$ cat src/param_header_map.svh
// Offsets, field positions, fixed values and counts of the discovery header
`ifndef PARAM_HEADER_MAP_SVH
`define PARAM_HEADER_MAP_SVH

// Byte addresses of the two header words
`define HDR_SIG_ADDR        24'h00_0000
`define HDR_REV_ADDR        24'h00_0004
`define HDR_LAST_ADDR       24'h00_0007

// Field positions in the second word
`define HDR_MINOR_LSB       0
`define HDR_MAJOR_LSB       8
`define HDR_COUNT_LSB       16
`define HDR_PROTO_LSB       24

// Fixed header contents
`define HDR_SIGNATURE       32'h5044_4653
`define HDR_MAJOR_REV       8'h01
`define HDR_MINOR_REV       8'h08
`define HDR_COUNT_VALUE     8'h00
`define HDR_COUNT_RESERVED  8'hFF
`define HDR_COUNT_MAX       8'hFE
`define HDR_PROTO_LEGACY    8'hFF
`define HDR_PROTO_FUSED     8'hF0

// First parameter header, bytes 8 to 15
`define PH_ID_LSB           8'h00
`define PH_MINOR_REV        8'h00
`define PH_MAJOR_REV        8'h01
`define PH_LENGTH_DW        8'h01
`define PH_TABLE_PTR        24'h00_0010
`define PH_ID_MSB           8'hFF
`define UNUSED_BYTE         8'hFF

// Serial command and framing
`define CMD_READ_PARAMS     8'h5A
`define ADDR_BYTES          2'h3
`define DUMMY_BYTES         2'h1

`endif

$ cat src/param_header_pkg.sv
// Types shared by the discovery header logic
package param_header_pkg;

   // One-hot states of the serial read sequence
   typedef enum logic [5:0] {
      ST_IDLE   = 6'b00_0001,
      ST_CMD    = 6'b00_0010,
      ST_ADDR   = 6'b00_0100,
      ST_DUMMY  = 6'b00_1000,
      ST_DATA   = 6'b01_0000,
      ST_IGNORE = 6'b10_0000
   } link_state_type;

   typedef logic [23:0] byte_addr_type;

endpackage

$ cat src/pin_sync.sv
// Two-flop synchroniser for the serial pins and the fuse level
`timescale 1ns/1ps
module pin_sync
(
   input  wire logic       i_core_clk,
   input  wire logic       i_rst,
   input  wire logic [3:0] i_async,
   output logic      [3:0] o_sync
);

   // -----------------------------------------------------
   // Synchroniser stages
   // -----------------------------------------------------
   logic [3:0] meta_reg; // First stage, read only by second

   // Reset to idle levels: select high, clock low, data and fuse high
   // Clock resets low so that no false edge follows reset
   always_ff @(posedge i_core_clk or posedge i_rst)
   begin
      if (i_rst)
      begin
         meta_reg <= 4'hD;
         o_sync   <= 4'hD;
      end
      else
      begin
         meta_reg <= i_async;
         o_sync   <= meta_reg;
      end
   end

endmodule

$ cat src/param_header.sv
// Discovery header served over a single-line serial read command
`timescale 1ns/1ps
`include "param_header_map.svh"
module param_header
(
   input  wire logic i_core_clk,   // Core clock, 100 MHz
   input  wire logic i_rst,        // Asynchronous reset, active high
   input  wire logic i_cs_n,       // Serial select, active low
   input  wire logic i_sck,        // Serial clock from host
   input  wire logic i_si,         // Serial data in
   input  wire logic i_fuse_legacy,// Fuse: legacy compatible boot mode
   output logic      o_so,         // Serial data out
   output logic      o_so_oe       // High while driving serial data out
);
   import param_header_pkg::*;

   // -----------------------------------------------------
   // Pin synchronisation and edge detection
   // -----------------------------------------------------
   logic [3:0] pins_sync;          // Synchronised cs_n, sck, si, fuse
   logic       cs_n_s;             // Select after sync
   logic       sck_s;              // Clock after sync
   logic       si_s;               // Data after sync
   logic       fuse_s;             // Fuse level after sync
   logic       sck_prev_reg;       // Previous synced clock
   logic       sck_rise;           // Host clock rising edge
   logic       sck_fall;           // Host clock falling edge

   pin_sync pin_sync_inst
   (
      .i_core_clk (i_core_clk),
      .i_rst      (i_rst),
      .i_async    ({i_fuse_legacy, i_si, i_sck, i_cs_n}),
      .o_sync     (pins_sync)
   );

   assign cs_n_s   = pins_sync[0];
   assign sck_s    = pins_sync[1];
   assign si_s     = pins_sync[2];
   assign fuse_s   = pins_sync[3];
   assign sck_rise = ~cs_n_s & sck_s & ~sck_prev_reg;
   assign sck_fall = ~cs_n_s & ~sck_s & sck_prev_reg;

   // -----------------------------------------------------
   // Header content lookup
   // -----------------------------------------------------
   // Byte at a given address; layout is frozen, new data only in spare bytes
   function automatic logic [7:0] header_byte(input byte_addr_type addr, input logic legacy);
      logic [31:0] rev_word;
      logic [7:0]  count;
      logic [7:0]  proto;
      count = (`HDR_COUNT_VALUE == `HDR_COUNT_RESERVED) ? `HDR_COUNT_MAX : `HDR_COUNT_VALUE;
      proto = legacy ? `HDR_PROTO_LEGACY : `HDR_PROTO_FUSED;
      rev_word = ({24'h00_0000, `HDR_MINOR_REV} << `HDR_MINOR_LSB)
               | ({24'h00_0000, `HDR_MAJOR_REV} << `HDR_MAJOR_LSB)
               | ({24'h00_0000, count} << `HDR_COUNT_LSB)
               | ({24'h00_0000, proto} << `HDR_PROTO_LSB);
      // Low byte of each word sits at the lowest address
      if (addr < `HDR_REV_ADDR)
         header_byte = 8'(`HDR_SIGNATURE >> (8 * addr[1:0]));
      else if (addr <= `HDR_LAST_ADDR)
         header_byte = 8'(rev_word >> (8 * addr[1:0]));
      else if (addr == 24'h00_0008)
         header_byte = `PH_ID_LSB;
      else if (addr == 24'h00_0009)
         header_byte = `PH_MINOR_REV;
      else if (addr == 24'h00_000A)
         header_byte = `PH_MAJOR_REV;
      else if (addr == 24'h00_000B)
         header_byte = `PH_LENGTH_DW;
      else if (addr >= 24'h00_000C && addr <= 24'h00_000E)
         header_byte = 8'(`PH_TABLE_PTR >> (8 * (addr[1:0])));
      else if (addr == 24'h00_000F)
         header_byte = `PH_ID_MSB;
      else
         header_byte = `UNUSED_BYTE;
   endfunction

   // -----------------------------------------------------
   // Serial read sequence
   // -----------------------------------------------------
   link_state_type state_reg,   state_next;   // Sequence state
   logic [2:0]     bit_reg,     bit_next;     // Bit within byte
   logic [1:0]     nbyte_reg,   nbyte_next;   // Bytes in current phase
   logic [7:0]     in_reg,      in_next;      // Input shifter
   byte_addr_type  addr_reg,    addr_next;    // Read address
   logic [7:0]     out_reg,     out_next;     // Output shifter
   logic           so_reg,      so_next;      // Output bit
   logic           load;                      // Byte fetched this cycle
   logic [7:0]     fetched;                   // Byte at current address
   logic [7:0]     last_reg,    last_next;    // Last byte fetched
   logic [7:0]     shifted;                   // Input byte with new bit

   assign fetched = header_byte(addr_reg, fuse_s);
   assign shifted = {in_reg[6:0], si_s};
   assign load    = (state_reg == ST_DATA) && sck_fall && (bit_reg == 3'h0);

   // Next state and datapath
   always_comb
   begin
      state_next = state_reg;
      bit_next   = bit_reg;
      nbyte_next = nbyte_reg;
      in_next    = in_reg;
      addr_next  = addr_reg;
      out_next   = out_reg;
      so_next    = so_reg;
      last_next  = last_reg;
      if (cs_n_s)
      begin
         // Deselect ends any frame
         state_next = ST_IDLE;
         bit_next   = 3'h0;
         nbyte_next = 2'h0;
      end
      else if (state_reg == ST_DATA)
      begin
         if (sck_fall)
         begin
            // Shift out on falling edge, most significant bit first
            bit_next = bit_reg + 3'h1;
            if (bit_reg == 3'h0)
            begin
               so_next   = fetched[7];
               out_next  = {fetched[6:0], 1'b0};
               last_next = fetched;
               addr_next = addr_reg + 24'h00_0001;
            end
            else
            begin
               so_next  = out_reg[7];
               out_next = {out_reg[6:0], 1'b0};
            end
         end
      end
      else if (sck_rise)
      begin
         in_next  = shifted;
         bit_next = bit_reg + 3'h1;
         case (state_reg)
            ST_IDLE, ST_CMD:
            begin
               state_next = ST_CMD;
               if (bit_reg == 3'h7)
                  state_next = (shifted == `CMD_READ_PARAMS) ? ST_ADDR : ST_IGNORE;
            end
            ST_ADDR:
            begin
               if (bit_reg == 3'h7)
               begin
                  addr_next  = {addr_reg[15:0], shifted};
                  nbyte_next = nbyte_reg + 2'h1;
                  if (nbyte_reg == `ADDR_BYTES - 2'h1)
                  begin
                     state_next = ST_DUMMY;
                     nbyte_next = 2'h0;
                  end
               end
            end
            ST_DUMMY:
            begin
               if (bit_reg == 3'h7)
               begin
                  nbyte_next = nbyte_reg + 2'h1;
                  if (nbyte_reg == `DUMMY_BYTES - 2'h1)
                     state_next = ST_DATA;
               end
            end
            default:
            begin
               state_next = ST_IGNORE;
            end
         endcase
      end
   end

   // State registers
   always_ff @(posedge i_core_clk or posedge i_rst)
   begin
      if (i_rst)
      begin
         state_reg    <= ST_IDLE;
         bit_reg      <= 3'h0;
         nbyte_reg    <= 2'h0;
         in_reg       <= 8'h00;
         addr_reg     <= 24'h00_0000;
         out_reg      <= 8'h00;
         so_reg       <= 1'b0;
         last_reg     <= 8'h00;
         sck_prev_reg <= 1'b0;
      end
      else
      begin
         state_reg    <= state_next;
         bit_reg      <= bit_next;
         nbyte_reg    <= nbyte_next;
         in_reg       <= in_next;
         addr_reg     <= addr_next;
         out_reg      <= out_next;
         so_reg       <= so_next;
         last_reg     <= last_next;
         sck_prev_reg <= sck_s;
      end
   end

   // Output drives only during the data phase
   assign o_so    = so_reg;
   assign o_so_oe = (state_reg == ST_DATA) && ~cs_n_s;
endmodule

$ cat config.mk
export PLATFORM = sky130hd
export DESIGN_NAME = param_header
export DESIGN_NICKNAME = d
export VERILOG_FILES = /design/src/param_header_pkg.sv /design/src/pin_sync.sv /design/src/param_header.sv
export VERILOG_INCLUDE_DIRS = /design/src
export SDC_FILE = /design/constraint.sdc
export NUM_CORES = 1
export LEC_CHECK = 0
export BUFFER_PORTS_ARGS = -buffer_cell sky130_fd_sc_hd__buf_4
export CORE_MARGIN = 1
export CORE_UTILIZATION = 50
export CTS_CLUSTER_DIAMETER = 100
export DETAILED_ROUTE_END_ITERATION = 8
export HOLD_SLACK_MARGIN = 0.1
export PLACE_DENSITY = 0.66
export SLEW_MARGIN = 20
export SYNTH_ARGS = -nofsm -noshare
export SYNTH_HDL_FRONTEND = slang
export SYNTH_SLANG_ARGS = --single-unit
export TNS_END_PERCENT = 10
$ cat constraint.sdc
create_clock -name i_core_clk -period 2.5 [get_ports i_core_clk]
set_clock_uncertainty 0.05 [all_clocks]
set_input_delay 0.125 -clock i_core_clk [delete_from_list [all_inputs] [get_ports i_core_clk]]
set_output_delay 0.125 -clock i_core_clk [all_outputs]
set_load 0.02 [all_outputs]
; After elaboration in Yosys (flattened, before gate mapping)
; Index checks and enable logic that the tools add are counted.
[word_totals]
register_bits = 60
input_bits = 6
[op_classes]
add_sub_neg = 3
order_cmp = 4
eq_ne = 20
shift = 3
n_mux = 37
bitwise_logic = 8
n_reduce_logical = 17
[ops]
columns = op, count
row1 = 24-bit two-way mux, 6
row2 = 24-bit by 4-bit equality test with 1-bit output (second input constant), 4
row3 = 8-bit two-way mux, 8
row4 = 6-bit two-way mux, 9
row5 = 32-bit by 5-bit >> shifter with 8-bit output, 1
row6 = 31-bit by 5-bit >> shifter with 8-bit output (first input constant), 1
row7 = 24-bit by 1-bit adder with 24-bit output (second input constant), 1
row8 = 24-bit by 4-bit >= comparator with 1-bit output (second input constant), 1
row9 = 24-bit by 3-bit <= comparator with 1-bit output (second input constant), 1
row10 = 24-bit by 4-bit <= comparator with 1-bit output (second input constant), 1
row11 = 24-bit by 3-bit < comparator with 1-bit output (second input constant), 1
row12 = 6-bit one-hot mux with 3 select lines, 1
row13 = 3-bit by 2-bit != test with 1-bit output (second input constant), 5
row14 = 2-bit two-way mux, 6
row15 = 3-bit two-way mux, 4
row16 = 6-bit AND reduction, 2
row17 = 8-bit by 7-bit equality test with 1-bit output (second input constant), 1
row18 = 2-bit nonzero test, 4
row19 = 5-bit by 5-bit >> shifter with 8-bit output (first input constant), 1
row20 = 6-bit by 1-bit equality test with 1-bit output (second input constant), 1
row21 = 6-bit by 2-bit equality test with 1-bit output (second input constant), 1
row22 = 6-bit by 3-bit equality test with 1-bit output (second input constant), 1
row23 = 6-bit by 4-bit equality test with 1-bit output (second input constant), 1
row24 = 6-bit by 5-bit equality test with 1-bit output (second input constant), 1
row25 = 19 further kinds, 29

; Longest topological paths before layout
[depth]
word_depth = 10
mapped_depth = 8
depth_no_buf = 7

; Hierarchy
; From an unflattened synthesis, not the netlist that was laid out.
[unflattened]
cells_unflattened = 373
area_unflattened_um2 = 3417.0
[by_module_without_submodules]
columns = module, instances, cells_per_inst, area_each_um2
row1 = param_header, 1, 364, 3205.6
row2 = pin_sync, 1, 9, 211.5

; Least setup slack after synthesis
; OpenSTA, ideal clock, no wires.
[synth_timing]
path_type = register -> register
from = reg addr_reg[0]
to = reg out_reg[4]
t_arrival_ns = 1.905
required_time_ns = 2.340
setup_slack_ns = 0.435
path_stages_with_launch = 9
n_path_buf = 1
synth_period_minus_slack_ns = 2.065
path_cell_list = dfrtp_1 > clkbuf_1 > inv_1 > ha_1 > nor2_1 > nand2_1 > o41ai_1 > nor4_1 > o41ai_1
[synth_via]
elab_chain_len = 10
word_cells_on_any_way = 20
classes_between = order compare (4) / eq/ne (4) / shift (3) / mux (8) / reduce/logical (1)
[synth_lines]
columns = item, line_no
row1 = start: declaration, param_header.sv:86  ; byte_addr_type addr_reg, addr_next;
row2 = start signal: assignment, param_header.sv:198  ; addr_reg <= addr_next;
row3 = 24-bit by 4-bit >= comparator with 1-bit output or 24-bit by 4-bit <= comparator with 1-bit output (tied branches), param_header.sv:71  ; else if (addr >= 24'h00_000C && addr <= 24'h00_000E)
row4 = 1-bit logical AND, param_header.sv:71
row5 = 8-bit two-way mux, param_header.sv:71
row6 = 8-bit two-way mux, param_header.sv:69  ; else if (addr == 24'h00_000B)
row7 = 8-bit two-way mux, param_header.sv:67  ; else if (addr == 24'h00_000A)
row8 = 8-bit two-way mux, param_header.sv:65  ; else if (addr == 24'h00_0009)
row9 = 8-bit two-way mux, param_header.sv:63  ; else if (addr == 24'h00_0008)
row10 = 8-bit two-way mux, param_header.sv:61  ; else if (addr <= `HDR_LAST_ADDR)
row11 = 8-bit two-way mux (*), param_header.sv:59  ; if (addr < `HDR_REV_ADDR)
row12 = 8-bit two-way mux (*), param_header.sv:122  ; if (bit_reg == 3'h0)
row13 = end signal: assignment, param_header.sv:199  ; out_reg <= out_next;
row14 = end: declaration, param_header.sv:87  ; logic [7:0] out_reg, out_next;
; Mark *: on every way between the ends. The rest lies on a longest branch, timed or not.
; A chain may end at the register's enable or synchronous reset.

; Worst setup path after layout
[layout_timing]
from = reg addr_reg[1]
to = reg out_reg[4]
; Same word-level chain as after synthesis.

==> results by group <==
Outcome
  • Status: completed

STA
  • Setup violations, final: 0
  • Max_slew headroom: a little under three fifths
  • RSZ-0062 raised after global routing: no
  • Period utilization: about nine tenths
  • Setup_tns: 0 ps
  • Max Slew Vio Count: 0
  • Hold Vio Cnt, Final: 0
  • Worst slew pin tran: 649.7 ps
  • Fmax: 441.5 MHz
  • Final min period: ~2300 ps

Global route
  • Initial antenna violation count: 0
  • Tot GR Track Use: approximately a quarter
  • Remaining Overflow, GRT: 0
  • First-pass GRT wire length: 13690 µm
  • GR Layer Usage met2: 37.93%
  • Vias in the first global route: just under 3000
  • Layer carrying the most global-route usage: met2
  • Global Route met1 Usage: 33.50%
  • Met3 usage: under 10%
  • Largest net degree at the start of global routing: 54

Final layout
  • Post-layout instance area: 0.003830 mm²
  • Final nets: ~410
  • Number of diodes: 0
  • Largest register FFs: 24
  • Share of cells above drive strength 1: 15.10%
  • Final core occ: between 50% and 60%
  • Filler Cell Count: a little under 600
  • Syn-to-layout area delta: 12.99%

Route
  • Drt pass-1 iters: 5
  • Via/cell ratio: 6.283
  • Via count: 3022
  • WL final: 7982 µm
  • Initial drt markers: 130
  • # DRC: 0
  • Routed wire per std cell: 16.59 µm
  • Routed Antenna Nets: 0

Worst setup path
  • WP data required: roughly 2700 ps
  • Critical Path Fanout Max: 9
  • Crit. End Element: flop
  • CP max stage cell: o41ai_1
  • Largest stage delay, worst path: 540 ps
  • Kind of critical path: flop to flop
  • CP cell instances: inv_1, ha_1, nor2_1, nand2_1, o41ai_1, nor4_1, o41ai_1
  • Critical Path AT: 2450 ps
  • Most frequent CP cell: o41ai_1
  • Worst-case reg-to-reg path depth: 7
  • WP depth: 7
  • Worst path top cell family by delay: compound AO/OA/AOI/OAI gates
  • Worst Path Buf+Inv: 1
  • CP startpoint kind: flop

Clock tree
  • H-tree levels: 3
  • Clock Latency Late Sink: 340 ps
  • Clk slew on worst S/H paths: 70 ps
  • Post-CTS setup buffers: 0
  • Hold_buf cts: 5
  • TritonCTS clock tree: yes
  • Clock Path Buffers: 2
  • # resized after CTS: 0
  • Clk root buf: clkbuf_8
  • Sink Count: about 60
  • Cts bufs inserted: 9

Logic synthesis
  • Synthesized cell area: approximately 0.0034 mm²
  • Synth Flop Type: dfrtp_1
  • Area leader, netlist: dfrtp_1
  • Seq/Total Area, Yosys: 43.82%
  • EDFF count, synth: 0
  • Post-Syn Nets: between 300 and 400
  • Post-synth top area share: a little under two fifths
  • #FFs+latches synth: roughly 60
  • Ys async rst share: between 90% and 100%
  • Synth top area cells: dfrtp_1 38%, nand2_1 6.8%, a21oi_1 6.1%, dfstp_2 5.4%, o21ai_0 3.4%
  • Mapped Avg Cell Area: 8.943 µm²
  • Synthesis Warnings: 0
  • Cell variety after synth: 57
  • Synth Instances: 379

Floorplanning
  • Ports: 8
  • Cell Rows: 29
  • Total die area: around 0.0071 mm²
  • Die height: about 84 µm
  • Core ar.: 0.006459 mm²
  • Width of the die: 84.34 µm
  • Starting density of the core: 52.48%

Power
  • Leakage Power: 1.607 nW
  • Sw Pwr: 0.7207 mW
  • Clk pwr share: 34.0%
  • Cell Int Power: 1.693 mW
  • Tot Pwr: 2.414 mW
  • Net Sw Frac: 29.85%
  • Comb pwr share: 16.6%
  • PwrDens: roughly 630 mW/mm²
  • Reg power frac: 49.5%
  • Peak VDD IR: 0.4436 mV

Placement
  • Placer Congestion: 0.8719
  • IO Port Bufs: 7
  • Post-DP HPWL: 5511 µm
  • Area after DPL: 0.003597 mm²

Job
  • Max-cap violations: 0

Worst hold path
  • Worst hold path type: input pin to async pin
==> stage by stage <==
step                hold slack (ps)  instances  setup slack, ps
finish                        306.2        481            234.9
global route                  314.1        481            73.86
CTS                           307.1        481            114.9
detailed placement            124.3        461            139.6
global placement              115.6        461            195.7
floorplan                     79.48        379            435.0
==> worst register-to-register path: cells and delay by family (launching register included) <==
kind                       cells  cell delay [ps]
adders and majority gates      1              270
DFF                            1              510
AOI/OAI and AO/OA              2              870
and+or+nand+nor                3              280
buffers and inverters          1              170
==> worst paths after layout <==
check	end	slack, ps	start
max in group asynchronous	pin_sync_inst.o_sync[0]	1360	i_rst
worst min-delay path	sck_prev_reg	310	i_rst
worst max register to register	out_reg[4]	230	addr_reg[1]
worst max-delay path	out_reg[4]	230	addr_reg[1]
worst min register to register	pin_sync_inst.o_sync[1]	310	pin_sync_inst.meta_reg[1]
min in group i_core_clk	pin_sync_inst.o_sync[1]	310	pin_sync_inst.meta_reg[1]
==> power by group through the flow <==
stage                     Combinational, mW  Clock [mW]  Sequential (mW)
final                                 0.400       0.820             1.19
after detailed placement              0.390           0             1.21
after global placement                0.382           0             1.20
after floorplan                       0.309           0             1.16
after CTS                             0.400       0.835             1.19
after global routing                  0.453       0.872             1.21
==> Yosys cell counts, types with 4 or more instances <==
master and count:
a21oi_1 41, a2bb2oi_1 4, a31oi_1 5, and4_1 4, buf_2 7, clkbuf_1 9, dfrtp_1 52, dfstp_2 7
ha_1 7, inv_1 6, mux2i_1 6, nand2_1 61, nand2b_1 8, nand3_1 11, nand4_1 8, nor2_1 29
nor3_1 4, nor4_1 7, o21ai_0 23, o221ai_1 4, o22a_1 5, o22ai_1 13
==> cell families (layout without fill, tap and decap cells) <==
logic type / Yosys count / after routing / share of synthesized area (%)
simple gates: 158 / 158 / 24.81
buf+inv: 27 / 52 / 4.023
fa+ha+maj: 7 / 7 / 2.584
flops: 59 / 59 / 43.82
mux: 6 / 6 / 1.772
compound gates: 120 / 120 / 22.48
xor+xnor: 2 / 2 / 0.5169
==> routing by layer <==
metal	vias to the layer above	wire length [µm]
met5	-	0
met4	0	178
met3	15	362
met2	91	3637
met1	1464	3804
li1	1452	-
==> cells in the final DEF, fill, tap and decap left out, drive strengths merged, types with 8 or more instances in the layout <==
| master | Yosys | layout |
|---|---|---|
| dfrtp | 52 | 52 |
| nor4 | 11 | 11 |
| nand2 | 61 | 61 |
| o21ai | 24 | 24 |
| a21oi | 41 | 41 |
| nor2 | 30 | 30 |
| o22ai | 13 | 13 |
| buf | 12 | 26 |
| nand4 | 8 | 8 |
| nand3 | 11 | 11 |
| nand2b | 8 | 8 |
| clkbuf | 9 | 12 |
==> layout make-up <==
type	count	area (µm²)	share of cell area, %
flip-flops and latches	59	1485	38.78
well taps	77	96.34	2.516
repair buffers	31	270.3	7.057
multi-input cells	293	1780	46.49
inverters	6	22.52	0.5880
clock inverters	3	40.04	1.045
clock buffers	12	135.1	3.528
Note: power is estimated with default switching activity, not from simulation.
